File: config.mk
export PLATFORM = sky130hd
export DESIGN_NAME = pdsc_top
export DESIGN_NICKNAME = d
export VERILOG_FILES = /design/src/core/pdsc_pkg.sv /design/src/core/pdsc_top.sv
export VERILOG_INCLUDE_DIRS = /design/src /design/src/core
export SDC_FILE = /design/constraint.sdc
export NUM_CORES = 1
export LEC_CHECK = 0
export ABC_AREA = 1
export BUFFER_PORTS_ARGS = -buffer_cell sky130_fd_sc_hd__buf_2
export CAP_MARGIN = 40
export CORE_ASPECT_RATIO = 1.25
export CORE_MARGIN = 5
export CORE_UTILIZATION = 45
export CTS_BUF_LIST = sky130_fd_sc_hd__clkbuf_16
export CTS_CLUSTER_SIZE = 12
export DETAILED_ROUTE_END_ITERATION = 8
export HOLD_SLACK_MARGIN = 0.05
export PLACE_DENSITY = 0.66
export SETUP_SLACK_MARGIN = 0.05
export SYNTH_ARGS = -nofsm -noshare
export SYNTH_HDL_FRONTEND = slang
export SYNTH_SLANG_ARGS = --single-unit
File: constraint.sdc
create_clock -name mclk -period 8.9 [get_ports mclk]
set_input_delay 0.89 -clock mclk [delete_from_list [all_inputs] [get_ports mclk]]
set_output_delay 0.89 -clock mclk [all_outputs]
set_load 0.01 [all_outputs]
File: src/core/pdsc_defines.svh
// Constants for the pole-dead and system-check block: offsets, fields, resets, timing
`ifndef PDSC_DEFINES_SVH
`define PDSC_DEFINES_SVH
`define PDSC_CLK_PERIOD_NS 25
`define PDSC_TICK_TIME_NS 10000000
`define PDSC_TICK_CYCLES (`PDSC_TICK_TIME_NS / `PDSC_CLK_PERIOD_NS)
`define PDSC_I_DEAD_THR 16'h0100
`define PDSC_V_DEAD_THR 16'h0800
`define PDSC_ANGLE_HALF_TURN 16'h8000
`define PDSC_OFS_CTRL 8'h00
`define PDSC_OFS_LIVE_DEAD 8'h04
`define PDSC_OFS_BLK_THR 8'h08
`define PDSC_OFS_DIFF_CLOSE 8'h0C
`define PDSC_OFS_S1_LIM 8'h10
`define PDSC_OFS_S2_LIM 8'h14
`define PDSC_OFS_TIMERS 8'h18
`define PDSC_OFS_SPLIT_LIM 8'h1C
`define PDSC_OFS_STATUS 8'h20
`define PDSC_CTRL_SYS_EN 0
`define PDSC_CTRL_SIDE 1
`define PDSC_CTRL_CSSEL_LSB 2
`define PDSC_CTRL_S1_METH_LSB 5
`define PDSC_CTRL_S2_METH_LSB 7
`define PDSC_CTRL_S1_EN 9
`define PDSC_CTRL_S2_EN 10
`define PDSC_CTRL_S1_MASK_LSB 11
`define PDSC_CTRL_S2_MASK_LSB 14
`define PDSC_CTRL_RST 32'h0000_0601
`define PDSC_LIVE_DEAD_RST 32'h4000_1000
`define PDSC_BLK_THR_RST 32'h2000_F000
`define PDSC_DIFF_CLOSE_RST 32'h0004_1000
`define PDSC_S1_LIM_RST 32'h1555_0010
`define PDSC_S2_LIM_RST 32'h071C_0040
`define PDSC_TIMERS_RST 32'h0000_0101
`define PDSC_SPLIT_LIM_RST 32'h1555_0010
`endif

File: src/core/pdsc_pkg.sv
// Types shared by the pole-dead and system-check block
package pdsc_pkg;
   typedef logic [15:0] pdsc_mag_type;
   typedef enum logic [1:0] {SLIP_FREQ, SLIP_TIMER, SLIP_FREQ_TIMER, SLIP_FREQ_COMP} pdsc_slip_type;
   typedef struct packed {
      logic [31:0] tick_cnt;
      logic brk_s1;
      logic brk_s2;
      logic [31:0] ctrl;
      logic [31:0] live_dead;
      logic [31:0] blk_thr;
      logic [31:0] diff_close;
      logic [31:0] s1_lim;
      logic [31:0] s2_lim;
      logic [31:0] timers;
      logic [31:0] split_lim;
      logic [31:0] rdata;
      logic [15:0] prev_ang;
      logic [7:0] s1_hold;
      logic [7:0] s2_hold;
      logic [2:0] pole_dead;
      logic any_dead;
      logic all_dead;
      logic dead_bus;
      logic dead_line;
      logic live_bus;
      logic live_line;
      logic s1_ok;
      logic s2_ok;
      logic close_ok;
      logic split;
   } pdsc_state_type;
endpackage

File: src/core/pdsc_top.sv
// Pole-dead detection and system checks (live/dead, two sync stages, split alarm)
// Notes on behaviour
// RULE1: phase dead when current and voltage both low
// RULE2: pole-dead thresholds are fixed constants
// RULE3: flag each dead phase plus any-dead
// RULE4: all phases dead raises all-dead flag
// RULE5: VT failure suppresses measured pole-dead
// RULE6: breaker-open input forces pole dead
// RULE7: VT failure never suppresses breaker-open pole-dead
// RULE8: checks disabled: off flag, settings hidden
// RULE9: side dead when voltage below dead setting
// RULE10: side live when voltage above live setting
// RULE11: one threshold pair for both sides
// RULE12: reference voltage from six selectable connections
// RULE13: side setting places main input, default line
// RULE14: stage one needs slip and angle within limits
// RULE15: close permitted if either enabled stage passes
// RULE16: stages withheld by selected blocking conditions
// RULE17: stage two needs angle magnitude decreasing
// RULE18: adaptive stage two fires at predicted zero
// RULE19: slip is angle change per tick
// RULE20: split alarm near 180 degrees, same frequency
// RULE21: stage two alone has predictive slip option
// RULE22: frequency plus timer needs both limits
// RULE23: flags re-evaluated once per tick, held between; sync_function_off_flag follows the control bit at once
//
// The implementer's own choices: strobed register access and the register offsets.
`timescale 1ns/1ps
`include "pdsc_defines.svh"
module pdsc_top #(
   parameter int TICK_CYCLES = `PDSC_TICK_CYCLES
) (
   input wire logic mclk,
   input wire logic rst_b,
   input wire logic [7:0] reg_addr,
   input wire logic [31:0] reg_wdata,
   input wire logic reg_wr,
   input wire logic reg_rd,
   output logic [31:0] reg_rdata,
   input wire pdsc_pkg::pdsc_mag_type phase_current [3],
   input wire pdsc_pkg::pdsc_mag_type phase_voltage [3],
   input wire pdsc_pkg::pdsc_mag_type line_line_voltage [3],
   input wire pdsc_pkg::pdsc_mag_type sync_input_voltage,
   input wire logic [15:0] phase_angle_diff,
   input wire logic vt_failure_slow_inhibit,
   input wire logic breaker_open_three_phase,
   output logic [2:0] pole_dead,
   output logic any_pole_dead,
   output logic all_poles_dead,
   output logic dead_bus,
   output logic dead_line,
   output logic live_bus,
   output logic live_line,
   output logic stage_one_permit,
   output logic stage_two_permit,
   output logic close_permit,
   output logic split_alarm,
   output logic sync_function_off_flag
);
   import pdsc_pkg::*;

   if (TICK_CYCLES < 2) begin : g_chk
      $error("TICK_CYCLES must be at least 2");
   end

   pdsc_state_type st_reg;
   pdsc_state_type st_next;

   // Angles are binary: 16'h8000 is half a turn, so magnitude fits 16 bits unsigned
   function automatic logic [15:0] mag16(input logic [15:0] a);
      mag16 = a[15] ? 16'(~a + 16'h0001) : a;
   endfunction

   // RULE12: six reference connections
   function automatic logic [15:0] ref_select(input logic [2:0] sel, input logic [15:0] ph [3],
                                              input logic [15:0] pp [3]);
      logic [15:0] r;
      r = 16'h0000;
      unique case (sel)
         3'h0: r = pp[0];
         3'h1: r = pp[1];
         3'h2: r = pp[2];
         3'h3: r = ph[0];
         3'h4: r = ph[1];
         3'h5: r = ph[2];
         default: r = 16'h0000;
      endcase
      return r;
   endfunction

   function automatic logic stage_eval(input pdsc_slip_type meth, input logic two, input logic [2:0] mask,
                                       input logic [2:0] blk, input logic [31:0] lim, input logic [7:0] hold,
                                       input logic [7:0] tset, input logic [15:0] amag, input logic [15:0] smag,
                                       input logic decr, input logic pred_hit);
      logic slip_ok;
      logic ang_ok;
      logic tmr_ok;
      logic r;
      slip_ok = smag <= lim[15:0];
      ang_ok = amag <= lim[31:16];
      tmr_ok = hold >= tset;
      r = 1'b0;
      unique case (meth)
         // RULE14: slip and angle both in limit
         SLIP_FREQ: r = ang_ok && slip_ok;
         SLIP_TIMER: r = ang_ok && tmr_ok;
         // RULE22: set slip and timer-implied slip both
         SLIP_FREQ_TIMER: r = ang_ok && slip_ok && tmr_ok;
         // RULE18: predictive; RULE21: stage one treats it as plain frequency
         SLIP_FREQ_COMP: r = two ? (slip_ok && pred_hit) : (ang_ok && slip_ok);
      endcase
      // RULE17: stage two requires closing angle
      if (two) begin
         r = r && decr;
      end
      // RULE16: selected blocking conditions
      return r && ((mask & blk) == 3'b000);
   endfunction

   logic tick;
   logic sys_on;
   logic [15:0] main_v;
   logic [15:0] bus_v;
   logic [15:0] line_v;
   logic [15:0] slip_now;
   logic [15:0] ang_mag;
   logic [15:0] slip_mag;
   logic [31:0] pred_full;
   logic pred_hit;
   logic decr;
   logic [2:0] blk;
   logic [15:0] v_diff;
   logic [2:0] meas_dead;
   logic [15:0] dead_thr;
   logic [15:0] live_thr;
   logic both_live;

   assign tick = st_reg.tick_cnt == 32'(TICK_CYCLES - 1);
   assign sys_on = st_reg.ctrl[`PDSC_CTRL_SYS_EN];
   assign main_v = ref_select(st_reg.ctrl[`PDSC_CTRL_CSSEL_LSB +: 3], phase_voltage, line_line_voltage);
   // RULE13: side setting, 0 is line side
   assign line_v = st_reg.ctrl[`PDSC_CTRL_SIDE] ? sync_input_voltage : main_v;
   assign bus_v = st_reg.ctrl[`PDSC_CTRL_SIDE] ? main_v : sync_input_voltage;
   // RULE19: slip as angle change since the last tick
   assign slip_now = phase_angle_diff - st_reg.prev_ang;
   assign ang_mag = mag16(phase_angle_diff);
   assign slip_mag = mag16(slip_now);
   assign decr = ang_mag < mag16(st_reg.prev_ang);
   // Angle expected after the breaker close time, wrapping as the angle does
   assign pred_full = {{16{phase_angle_diff[15]}}, phase_angle_diff}
                      + ({{16{slip_now[15]}}, slip_now} * {24'h000000, st_reg.diff_close[23:16]});
   // Nearest tick to the zero crossing; finer is not possible at the tick rate
   assign pred_hit = mag16(pred_full[15:0]) <= {1'b0, slip_mag[15:1]};
   assign v_diff = (bus_v > line_v) ? 16'(bus_v - line_v) : 16'(line_v - bus_v);
   assign blk = {v_diff > st_reg.diff_close[15:0],
                 (bus_v < st_reg.blk_thr[31:16]) || (line_v < st_reg.blk_thr[31:16]),
                 (bus_v > st_reg.blk_thr[15:0]) || (line_v > st_reg.blk_thr[15:0])};
   // RULE11: shared thresholds for both sides
   assign dead_thr = st_reg.live_dead[15:0];
   assign live_thr = st_reg.live_dead[31:16];
   assign both_live = (bus_v > live_thr) && (line_v > live_thr);

   genvar gi;
   for (gi = 0; gi < 3; gi++) begin : g_meas
      // RULE1: RULE2: fixed thresholds, no setting
      assign meas_dead[gi] = (phase_current[gi] < `PDSC_I_DEAD_THR) && (phase_voltage[gi] < `PDSC_V_DEAD_THR);
   end

   always_comb begin
      logic s1;
      logic s2;
      logic [31:0] rd;
      s1 = 1'b0;
      s2 = 1'b0;
      rd = 32'h0000_0000;
      st_next = st_reg;
      st_next.tick_cnt = tick ? 32'h0000_0000 : 32'(st_reg.tick_cnt + 32'h0000_0001);
      st_next.brk_s1 = breaker_open_three_phase;
      st_next.brk_s2 = st_reg.brk_s1;
      if (reg_wr) begin
         unique case (reg_addr)
            `PDSC_OFS_CTRL: st_next.ctrl = {15'h0000, reg_wdata[16:0]};
            `PDSC_OFS_LIVE_DEAD: st_next.live_dead = reg_wdata;
            `PDSC_OFS_BLK_THR: st_next.blk_thr = reg_wdata;
            `PDSC_OFS_DIFF_CLOSE: st_next.diff_close = {8'h00, reg_wdata[23:0]};
            `PDSC_OFS_S1_LIM: st_next.s1_lim = reg_wdata;
            `PDSC_OFS_S2_LIM: st_next.s2_lim = reg_wdata;
            `PDSC_OFS_TIMERS: st_next.timers = {16'h0000, reg_wdata[15:0]};
            `PDSC_OFS_SPLIT_LIM: st_next.split_lim = reg_wdata;
            default: ;
         endcase
      end
      if (reg_rd) begin
         unique case (reg_addr)
            `PDSC_OFS_CTRL: rd = st_reg.ctrl;
            `PDSC_OFS_LIVE_DEAD: rd = st_reg.live_dead;
            `PDSC_OFS_BLK_THR: rd = st_reg.blk_thr;
            `PDSC_OFS_DIFF_CLOSE: rd = st_reg.diff_close;
            `PDSC_OFS_S1_LIM: rd = st_reg.s1_lim;
            `PDSC_OFS_S2_LIM: rd = st_reg.s2_lim;
            `PDSC_OFS_TIMERS: rd = st_reg.timers;
            `PDSC_OFS_SPLIT_LIM: rd = st_reg.split_lim;
            `PDSC_OFS_STATUS: rd = {17'h00000, st_reg.brk_s2, ~sys_on, st_reg.split, st_reg.close_ok,
                                    st_reg.s2_ok, st_reg.s1_ok, st_reg.live_line, st_reg.live_bus,
                                    st_reg.dead_line, st_reg.dead_bus, st_reg.all_dead, st_reg.any_dead,
                                    st_reg.pole_dead};
            default: rd = 32'h0000_0000;
         endcase
         // RULE8: settings group hidden while checks are off
         if (!sys_on && (reg_addr != `PDSC_OFS_CTRL) && (reg_addr != `PDSC_OFS_STATUS)) begin
            rd = 32'h0000_0000;
         end
      end
      st_next.rdata = rd;
      // RULE23: evaluation only on the tick
      if (tick) begin
         st_next.prev_ang = phase_angle_diff;
         // RULE5: RULE6: RULE7: breaker-open bypasses the VT gate
         st_next.pole_dead = (vt_failure_slow_inhibit ? 3'b000 : meas_dead) | {3{st_reg.brk_s2}};
         // RULE3: RULE4:
         st_next.any_dead = |st_next.pole_dead;
         st_next.all_dead = &st_next.pole_dead;
         st_next.s1_hold = (ang_mag <= st_reg.s1_lim[31:16])
                           ? ((st_reg.s1_hold == 8'hFF) ? 8'hFF : 8'(st_reg.s1_hold + 8'h01)) : 8'h00;
         st_next.s2_hold = (ang_mag <= st_reg.s2_lim[31:16] && decr)
                           ? ((st_reg.s2_hold == 8'hFF) ? 8'hFF : 8'(st_reg.s2_hold + 8'h01)) : 8'h00;
         s1 = stage_eval(pdsc_slip_type'(st_reg.ctrl[`PDSC_CTRL_S1_METH_LSB +: 2]), 1'b0,
                         st_reg.ctrl[`PDSC_CTRL_S1_MASK_LSB +: 3], blk, st_reg.s1_lim, st_next.s1_hold,
                         st_reg.timers[7:0], ang_mag, slip_mag, decr, pred_hit);
         s2 = stage_eval(pdsc_slip_type'(st_reg.ctrl[`PDSC_CTRL_S2_METH_LSB +: 2]), 1'b1,
                         st_reg.ctrl[`PDSC_CTRL_S2_MASK_LSB +: 3], blk, st_reg.s2_lim, st_next.s2_hold,
                         st_reg.timers[15:8], ang_mag, slip_mag, decr, pred_hit);
         // RULE8: all system-check flags drop while off
         // RULE9: dead below setting
         st_next.dead_bus = sys_on && (bus_v < dead_thr);
         st_next.dead_line = sys_on && (line_v < dead_thr);
         // RULE10: live above setting
         st_next.live_bus = sys_on && (bus_v > live_thr);
         st_next.live_line = sys_on && (line_v > live_thr);
         st_next.s1_ok = sys_on && both_live && st_reg.ctrl[`PDSC_CTRL_S1_EN] && s1;
         st_next.s2_ok = sys_on && both_live && st_reg.ctrl[`PDSC_CTRL_S2_EN] && s2;
         // RULE15: either stage grants
         st_next.close_ok = st_next.s1_ok || st_next.s2_ok;
         // RULE20: same frequency, angle near half a turn
         st_next.split = sys_on && both_live && (slip_mag <= st_reg.split_lim[15:0])
                         && (ang_mag >= 16'(`PDSC_ANGLE_HALF_TURN - st_reg.split_lim[31:16]));
      end
   end

   always_ff @(posedge mclk or negedge rst_b) begin
      if (!rst_b) begin
         st_reg <= '0;
         st_reg.ctrl <= `PDSC_CTRL_RST;
         st_reg.live_dead <= `PDSC_LIVE_DEAD_RST;
         st_reg.blk_thr <= `PDSC_BLK_THR_RST;
         st_reg.diff_close <= `PDSC_DIFF_CLOSE_RST;
         st_reg.s1_lim <= `PDSC_S1_LIM_RST;
         st_reg.s2_lim <= `PDSC_S2_LIM_RST;
         st_reg.timers <= `PDSC_TIMERS_RST;
         st_reg.split_lim <= `PDSC_SPLIT_LIM_RST;
      end else begin
         st_reg <= st_next;
      end
   end

   assign reg_rdata = st_reg.rdata;
   assign pole_dead = st_reg.pole_dead;
   assign any_pole_dead = st_reg.any_dead;
   assign all_poles_dead = st_reg.all_dead;
   assign dead_bus = st_reg.dead_bus;
   assign dead_line = st_reg.dead_line;
   assign live_bus = st_reg.live_bus;
   assign live_line = st_reg.live_line;
   assign stage_one_permit = st_reg.s1_ok;
   assign stage_two_permit = st_reg.s2_ok;
   assign close_permit = st_reg.close_ok;
   assign split_alarm = st_reg.split;
   assign sync_function_off_flag = ~sys_on;
endmodule

# == Yosys cells after proc, flatten, opt, wreduce, memory -nomap -nowiden ==
# Cells that the tools add are included.
# word_totals
regBits,328
in_bits,222
output_inout_bits,46
wordCells,168
# classes
addsub,12
n_mul,1
order_cmp,26
n_eq_ne,23
n_mux,22
bitwise,8
n_reduce_logical,50
# ops
operator,n
$pmux 32 s9,1
$mux 16,7
$gt 16x16->1,6
$mux 32,3
$pmux 16 s6,1
$le 16x16->1,5
$lt 16x16->1,5
$add 16x1->16 const B,4
$not 16->16,4
$lt 16x12->1 const B,3
$lt 16x9->1 const B,3
$sub 16x16->16,3
$add 32x1->32 const B,1
$eq 32x19->1 const B,1
$eq 8x5->1 const B,4
$mux 8,4
$logic_and 1x1->1,28
$add 16x16->16,1
$add 8x1->8 const B,2
$eq 8x4->1 const B,2
$eq 8x8->1 const B,2
$ge 16x16->1,1
$ge 8x8->1,2
$le 16x15->1,1
other kinds (27),48

# == Logic depth before layout (Yosys ltp) ==
# Gate-level depths: netlist of the first run.
# logic_depth
depth_word,15
depth_mapped,49
depth_no_buf,49

# == Worst setup path after synthesis of the first run ==
# No wires, ideal clock.
# synth_timing
kind,input -> register
startpoint,input phase_angle_diff[0]
endpoint,register st_reg (netlist bit close_permit)
setup_ps,119
t_arrival_ps,7989
t_required_ps,8781
setup_slack_ps,792
path_stages,43
n_path_buf,0
path_cell_list,inv_1 -> ha_1 -> inv_1 -> fa_1 -> nand2_1 -> nand2_1 -> nand2_1 -> o21ai_1 -> xor2_1 -> inv_1 -> nor2_1 -> fa_1 -> fa_1 -> fa_1 -> fa_1 -> inv_1 -> fa_1 -> inv_1 -> (+7 left out) -> nand2_2 -> nand2_4 -> inv_6 -> nor2_2 -> xor2_1 -> inv_1 -> ha_1 -> nand2_1 -> o21ai_0 -> a21oi_1 -> o221a_2 -> o21ai_0 -> a21o_1 -> a21oi_1 -> nand2_1 -> nand2_1 -> nand2_1 -> nand2_1
# synth_between
elab_chain_cells,15
elab_cells_between_ends,41
classes_between,5 x add/sub; 1 x mul; 8 x order compare; 10 x mux; 3 x bitwise; 14 x reduce/logical
# synth_rtl
element,line_no,rtl
from (decl),pdsc_top.sv:44,"input wire logic [15:0] phase_angle_diff,"
$sub 16x16->16 / $not 16->16 (equally long branches),"pdsc_top.sv:145, pdsc_top.sv:71",
$mul 16x9->16 / $add 16x1->16 (equally long branches),"pdsc_top.sv:151, pdsc_top.sv:71",
$add 16x16->16 / $mux 16 (equally long branches),"pdsc_top.sv:151, pdsc_top.sv:71",
"$not 16->16, or another cell as far along",pdsc_top.sv:71,mag16 = a[15] ? 16'(~a + 16'h0001) : a;
$add 16x1->16 / $logic_and 1x1->1 (equally long branches),"pdsc_top.sv:71, pdsc_top.sv:225",
$mux 16 / $mux 8 (equally long branches),"pdsc_top.sv:71, pdsc_top.sv:226",
$le 16x15->1 / $ge 8x8->1 (equally long branches),"pdsc_top.sv:153, pdsc_top.sv:101",
$logic_and 1x1->1 (on tied branches),"pdsc_top.sv:110, pdsc_top.sv:106, pdsc_top.sv:108",
$pmux 1 s4,pdsc_top.sv:103,unique case (meth)
$mux 1,pdsc_top.sv:216,if (tick) begin
$logic_and 1x1->1,pdsc_top.sv:114,r = r && decr;
$mux 1,pdsc_top.sv:216,
$logic_and 1x1->1,pdsc_top.sv:117,return r && ((mask & blk) == 3'b000);
$logic_and 1x1->1,pdsc_top.sv:241,st_next.s2_ok = sys_on && both_live && st_reg.ctrl[`PDSC_CTRL_S2_EN] && s2;
$logic_or 1x1->1 (*),pdsc_top.sv:243,st_next.close_ok = st_next.s1_ok || st_next.s2_ok;
to (signal assigned),pdsc_top.sv:262,st_reg <= st_next;
to (decl),pdsc_top.sv:66,pdsc_state_type st_reg;
# Every way passes the cells marked *; elsewhere a longest branch is shown, timed or not. The select of a mux whose other input is x is not followed.
# A chain may end at the register's enable or synchronous reset.

# == Final worst setup path of the first run ==
# layout_timing
startpoint,register st_reg[35] in the netlist's numbering
endpoint,register st_reg (netlist bit stage_two_permit)
# layout_between
elab_chain_cells,14
elab_cells_between_ends,28
classes_between,5 x add/sub; 1 x mul; 4 x order compare; 7 x mux; 3 x bitwise; 8 x reduce/logical
# layout_rtl
element,line_no
$sub 16x16->16 / $not 16->16 (equally long branches),"pdsc_top.sv:145, pdsc_top.sv:71"
$mul 16x9->16 / $add 16x1->16 (equally long branches),"pdsc_top.sv:151, pdsc_top.sv:71"
$add 16x16->16 / $mux 16 (equally long branches),"pdsc_top.sv:151, pdsc_top.sv:71"
$not 16->16 / $lt 16x16->1 (equally long branches),"pdsc_top.sv:71, pdsc_top.sv:148"
$add 16x1->16 / $logic_and 1x1->1 (equally long branches),"pdsc_top.sv:71, pdsc_top.sv:225"
$mux 16 / $mux 8 (equally long branches),"pdsc_top.sv:71, pdsc_top.sv:226"
$le 16x15->1 / $ge 8x8->1 (equally long branches),"pdsc_top.sv:153, pdsc_top.sv:101"
$logic_and 1x1->1 (on tied branches),"pdsc_top.sv:110, pdsc_top.sv:106, pdsc_top.sv:108"
$pmux 1 s4,pdsc_top.sv:103
$mux 1,pdsc_top.sv:216
$logic_and 1x1->1 (*),pdsc_top.sv:114
$mux 1 (*),pdsc_top.sv:216
$logic_and 1x1->1 (*),pdsc_top.sv:117
$logic_and 1x1->1 (*),pdsc_top.sv:241
# Marks and branches as above.

==> results of run 1 <==
==> kinds of logic (layout without fill, tap and decap cells) <==
kind of cell             after synthesis  count (layout)  share of synthesized area [%]
AO/OA/AOI/OAI                        816             816                           15.9
XOR/XNOR                             106             106                           3.16
adder cells (fa/ha/maj)              451             451                           20.9
buffers and inverters                884            1130                           11.7
flip-flops                           328             328                           27.9
multiplexers                           2               2                         0.0676
other                                  0               4                              0
AND/OR/NAND/NOR                     1406            1406                           20.3
==> area by class of cell <==
class,count,area (um^2)
fillers,6589,32300
well taps,856,1070
clock inverters,30,256
repair buffers,319,1910
clock buffers,37,926
diodes,4,10.0
flip-flops and latches,328,8250
inverters,744,2800
multi-input cells,2781,17900
==> critical path: cells and delay by family, from the launching register on <==
family                   cells  cell delay, ns
AO/OA/AOI/OAI                9            1.16
XOR/XNOR                     1            0.14
adder cells (fa/ha/maj)      8            3.62
buffers and inverters       10            0.82
flip-flops                   1            0.39
AND/OR/NAND/NOR             16            1.87
==> how the worst max path moves through the flow <==
stage	slack, ns	cells after the start	startpoint	endpoint
3_5_place_dp	0.20	44	phase_angle_diff[0]	stage_two_permit
6_report	0.82	44	st_reg[35]	stage_two_permit
2_1_floorplan	0.79	43	phase_angle_diff[0]	close_permit
5_1_grt	0.04	44	st_reg[35]	stage_two_permit
4_1_cts	0.76	44	phase_angle_diff[0]	stage_two_permit
3_3_place_gp	0.26	44	phase_angle_diff[0]	close_permit
==> routing by layer <==
metal / vias to the layer above / global-route usage (%) / routed length (um)
li1: 13560 / - / -
met5: - / 0 / 34
met4: 6 / 13.4 / 5750
met2: 1071 / 46.2 / 46700
met3: 262 / 4.19 / 7200
met1: 13046 / 34.3 / 40400
==> power by group through the flow <==
stage          combinational, mW  clock (mW)  sequential, mW
5_1_grt                     2.03        1.60            1.59
6_report                    1.78        1.52            1.59
4_1_cts                     1.78        1.55            1.59
3_3_place_gp                1.73           0            1.61
3_5_place_dp                1.77           0            1.61
2_1_floorplan               1.21           0            1.60
==> per-stage QoR <==
step,hold WS (ns),util (%)
2_1_floorplan,0.331,-
3_3_place_gp,0.348,48.6
6_report,0.346,50.6
4_1_cts,0.356,50.6
5_1_grt,0.355,50.6
3_5_place_dp,0.348,48.8
==> cell usage in the layout (no fill, tap or decap), types with 7 or more instances in the layout <==
master / netlist / final
buf_2: 5 / 242
o31ai_1: 7 / 7
or2_2: 7 / 7
xnor2_1: 13 / 13
nor4_1: 31 / 31
nor2_1: 212 / 210
clkinv_1: 5 / 11
o21a_1: 8 / 8
dfrtp_1: 291 / 291
o21ai_0: 363 / 361
nor3_1: 62 / 62
nand4_1: 59 / 59
inv_1: 734 / 748
ha_1: 377 / 377
a211oi_1: 17 / 17
o221ai_1: 10 / 10
nor2_2: 13 / 15
a21oi_1: 200 / 199
a22oi_1: 11 / 11
a221oi_1: 45 / 45
a21o_1: 7 / 7
o21bai_1: 10 / 10
nand2_1: 846 / 840
nand3_2: 10 / 10
buf_4: 35 / 68
nand2_2: 15 / 21
fa_1: 74 / 73
nand3_1: 126 / 126
clkbuf_16: 0 / 37
a31oi_1: 29 / 29
o211ai_1: 7 / 7
dfstp_2: 37 / 37
xor2_1: 92 / 91
o22ai_1: 61 / 61
==> what timing repair did <==
item,CTS,global route
gates resized for setup,0,4
buffers inserted,0,0
endpoints found under the setup margin,0,2
==> results.py, run 1 <==
metrics = {
    "synthesis": {
        "ys_seq_area_share_pct": 27.9,
        "synth_edf_count": 0,
        "ys_warn_count": 0,
        "yosysMostFrequentCell": "nand2_1",
        "yosysTopAreaCell": "dfrtp_1",
        "synth_top_area_share_pct": 24.6,
        "synthCells": 3993,
        "syn_area_per_cell_um2": 7.41,
        "synth_area_um2": 29600,
        "synth_ff_type": "dfrtp_1",
        "ys_seq_elements": 328,
        "synth_nets": 4666,
        "synth_cell_type_count": 69,
        "synth_area_leaders": "dfrtp_1, ha_1, nand2_1, inv_1, o21ai_0",
        "synth_common_cells": "nand2_1, inv_1, ha_1, o21ai_0, dfrtp_1",
        "async_flop_share_pct": 100,
    },
    "setup_path": {
        "cp_data_arrival_time_ns": 8.59,
        "rrSetupSlack_ns": 0.82,
        "path_common_cell": "inv_1",
        "crit_slowest_cell": "fa_1",
        "end_kind": "flip-flop",
        "startpoint_type": "flip-flop",
        "r2r-end": "stage_two_permit",
        "rr_worst_depth": 44,
        "crit_fanout": 10,
        "required_ns": 9.41,
        "cpPeakStageDelay_ns": 0.56,
        "rr_startpoint": "st_reg[35]",
        "path_class": "reg2reg",
    },
    "grt": {
        "grt_pass1_vias": 27304,
        "grtUsageTotal_pct": 27.4,
        "grt_start_max_net_pins": 140,
        "grt-ovfl-total": 0,
        "grt_first_pass_wirelength_um": 154000,
        "antenna_found_initial": 6,
    },
    "finish": {
        "stdcell_count": 5099,
        "largest_reg_flops": 250,
        "final_area_um2": 33100,
        "num-nets-final": 4884,
        "drive_above_1_share_pct": 11.4,
        "area_growth_pct": 11.9,
    },
    "floorplan": {
        "dieArea_um2": 71100,
        "die_w_um": 239,
        "top_level_ports": 268,
        "initial_core_util_pct": 45.3,
        "placementRows": 105,
        "core_area_um2": 65400,
        "die_h_um": 297,
    },
    "clocking": {
        "clk_latency_ns": 0.58,
        "cts.clk_slew.worst_paths_ns": 0.06,
        "cts-root-buf": "clkbuf_16",
        "cts_tree": "done",
        "cts_buffer_depth": 3,
        "htreeDepth": 2,
        "hold_buffers": 0,
        "cts_buffers": 37,
        "cts_sinks": 328,
    },
    "timing": {
        "fin_crit_sh_pct": 90.8,
        "rsz0062_at_grt": "false",
        "fmax_mhz": 124,
        "tightest_slew_ns": 0.978,
        "setup_viol": 0,
        "worst_clock_skew_ns": 0.0210,
        "hold_violations": 0,
        "slew_viol_final": 0,
        "period_needed_ns": 8.08,
        "fin_ws_ns": 0.820,
        "tns_ns": 0,
        "slew_headroom_pct": 34.1,
    },
    "power": {
        "p_total_mw": 4.89,
        "vdd_drop_max_v": 0.000108,
        "p_per_area_nw_per_um2": 148,
        "sw_frac_of_total_pct": 37.4,
        "pwr-share-clk_pct": 31.1,
        "p_sw_mw": 1.83,
        "power_leakage_nw": 16.7,
        "internal_power_mw": 3.06,
        "pwr-share-seq_pct": 32.5,
        "p_comb_share_pct": 36.4,
    },
    "status": {
        "status": "finished clean",
    },
    "flow_run": {
        "drv_cap": 0,
    },
    "min_path": {
        "worstHoldStart": "st_next[333]",
        "holdPathEnd": "st_reg[333]",
        "min_path_type": "reg2reg",
        "hold_depth": 0,
    },
    "routing": {
        "via_count": 27945,
        "drc": 0,
        "dr.pass1.iters": 6,
        "drt_iter0_markers": 2042,
        "route.detailed.wl_per_inst_um": 19.6,
        "vias_per_cell": 5.48,
        "antenna_left": 0,
        "wl_um": 100000,
    },
    "place": {
        "gp_congestion": 0.960,
        "portBuffers": 243,
        "place_ws_ns": 0.197,
        "dpl_cell_area_um2": 31900,
        "post-place-cells": 5028,
        "dp_hpwl_um": 80100,
    },
}
Power figures use the tool's default switching activity.
==> run 2, diff against run 1 <==
RECOVER_POWER = 50   (was unset)
==> run 2 against run 1 <==
  * The flow now finishes with violations (capacitance limit, slew limit)
  * First-iteration DRC count increased by 0.69%
  * Worst setup slack got worse by 0.021 ns
  * Register-to-register slack got worse by 0.02 ns
  * Worst hold slack gained 0.00070 ns
  * Critical path depth unchanged
  * Global-route usage is the same
  * Highest routed layer unchanged
==> results.py, run 2 (same netlist as run 1, synthesis figures left out) <==
metrics = {
    "floorplan": {
        "dieArea_um2": 71100,
        "core_area_um2": 65400,
        "top_level_ports": 268,
        "placementRows": 105,
        "initial_core_util_pct": 45.3,
        "die_w_um": 239,
        "die_h_um": 297,
    },
    "setup_path": {
        "path_class": "reg2reg",
        "startpoint_type": "flip-flop",
        "rrSetupSlack_ns": 0.80,
        "crit_fanout": 10,
        "required_ns": 9.36,
        "cpPeakStageDelay_ns": 0.57,
        "crit_slowest_cell": "fa_1",
        "cp_data_arrival_time_ns": 8.56,
        "rr_worst_depth": 44,
        "startpoint": "st_reg[35]",
        "end_kind": "flip-flop",
        "rr_startpoint": "st_reg[35]",
        "r2r-end": "close_permit",
        "crit_end": "close_permit",
    },
    "timing": {
        "fin_hold_ws_ns": 0.347,
        "setup_viol": 0,
        "rsz0062_at_grt": "false",
        "fmax_mhz": 123,
        "tightest_slew_ns": 6.59,
        "hold_violations": 0,
        "slew_headroom_pct": -339,
        "tns_ns": 0,
        "period_needed_ns": 8.10,
        "fin_crit_sh_pct": 91.0,
        "worst_clock_skew_ns": 0.0198,
        "slew_viol_final": 186,
    },
    "clocking": {
        "cts-root-buf": "clkbuf_16",
        "postCtsSetupRepairBufs": 0,
        "htreeDepth": 2,
        "hold_buffers": 0,
        "cts.clk_slew.worst_paths_ns": 0.06,
        "cts_buffer_depth": 3,
        "cts_resized": 0,
        "cts_buffers": 37,
        "clk_latency_ns": 0.58,
        "cts_tree": "done",
        "cts_sinks": 328,
    },
    "finish": {
        "seqCellArea_um2": 8250,
        "num-nets-final": 4884,
        "final_common_cell": "nand2_1",
        "nFillCells": 6614,
        "area_growth_pct": 11.7,
        "final_cell_mix": "nand2_1, inv_1, ha_1",
        "largest_reg_flops": 250,
        "final_util_pct": 50.5,
        "drive_above_1_share_pct": 10.7,
        "multi_input_area_um2": 17900,
    },
    "grt": {
        "grt_start_max_net_pins": 140,
        "grt_pass1_vias": 27304,
        "grt-ovfl-total": 0,
        "grtUsageTotal_pct": 27.4,
        "grt_first_pass_wirelength_um": 154000,
        "antenna_found_initial": 6,
    },
    "power": {
        "power_leakage_nw": 16.5,
        "p_per_area_nw_per_um2": 148,
        "vdd_drop_max_v": 0.000108,
        "p_total_mw": 4.90,
    },
    "routing": {
        "antenna_left": 0,
        "drt_iter0_markers": 2056,
        "dr.pass1.iters": 7,
        "via_count": 28023,
        "route.detailed.wl_per_inst_um": 19.7,
        "wl_um": 100000,
        "drc": 0,
        "vias_per_cell": 5.50,
    },
    "place": {
        "gp_congestion": 0.960,
        "dp_hpwl_um": 80100,
        "portBuffers": 243,
    },
    "min_path": {
        "min_path_type": "reg2reg",
    },
    "flow_run": {
        "drv_cap": 2,
    },
    "status": {
        "violations": "capacitance limit, slew limit",
        "status": "finished, violations left",
    },
}
-- run 2: cell types whose count changed in the layout (fill, tap and decap cells not counted) --
cell      before  now
clkbuf_2       0    1
clkbuf_1       0   31
nor2_2        15   14
buf_16         2    1
nor2_1       210  211
buf_8          2    1
buf_2        242  213
buf_4         68   67
-- run 2: how the worst min path moves through the flow --
stage / from / end / slack (ns) / depth (start not counted)
6_report: st_next[333] / st_reg[333] / 0.35 / 0
5_1_grt: st_next[333] / st_reg[333] / 0.35 / 0
4_1_cts: st_next[333] / st_reg[333] / 0.36 / 0
3_5_place_dp: st_next[333] / st_reg[333] / 0.35 / 0
3_3_place_gp: st_next[333] / st_reg[333] / 0.35 / 0
2_1_floorplan: st_next[333] / st_reg[333] / 0.33 / 0
-- run 2: routing by layer --
metal / vias up / global-route usage [%] / share of wire [%]
li1: 13542 / - / -
met4: 6 / 13.4 / 5.8
met5: - / 0 / 0.034
met2: 1069 / 46.2 / 47
met3: 260 / 4.19 / 7.1
met1: 13146 / 34.3 / 41
-- run 2: cell type report --
cell class / count / share of cell area [%]
Multi-Input combinational cell: 2781 / 54.2
Sequential cell: 328 / 25.0
Inverter: 744 / 8.46
Timing Repair Buffer: 319 / 5.54
Tap cell: 856 / 3.24
Clock buffer: 37 / 2.80
Clock inverter: 30 / 0.776
Antenna cell: 4 / 0.0303
-- run 2: critical path: cells and delay by family (launching register included) --
kind / cells / cell delay (ns)
fa+ha+maj: 8 / 3.65
simple gates: 18 / 2.08
compound gates: 7 / 0.92
buf+inv: 10 / 0.83
flops: 1 / 0.40
xor+xnor: 1 / 0.14
-- run 2: stage by stage --
stage	instance area [um^2]	setup slack (ns)	cells
after floorplan	29600	0.792	3993
after global placement	31800	0.260	5020
after detailed placement	31900	0.197	5028
after CTS	33100	0.757	5095
after global routing	33100	0.0370	5097
final	33100	0.798	5099
-- run 2: report_power, final --
group,total (mW),switching (mW),internal (mW)
logic,1.78,1.12,0.662
registers,1.59,0.0448,1.55
clock network,1.52,0.670,0.852
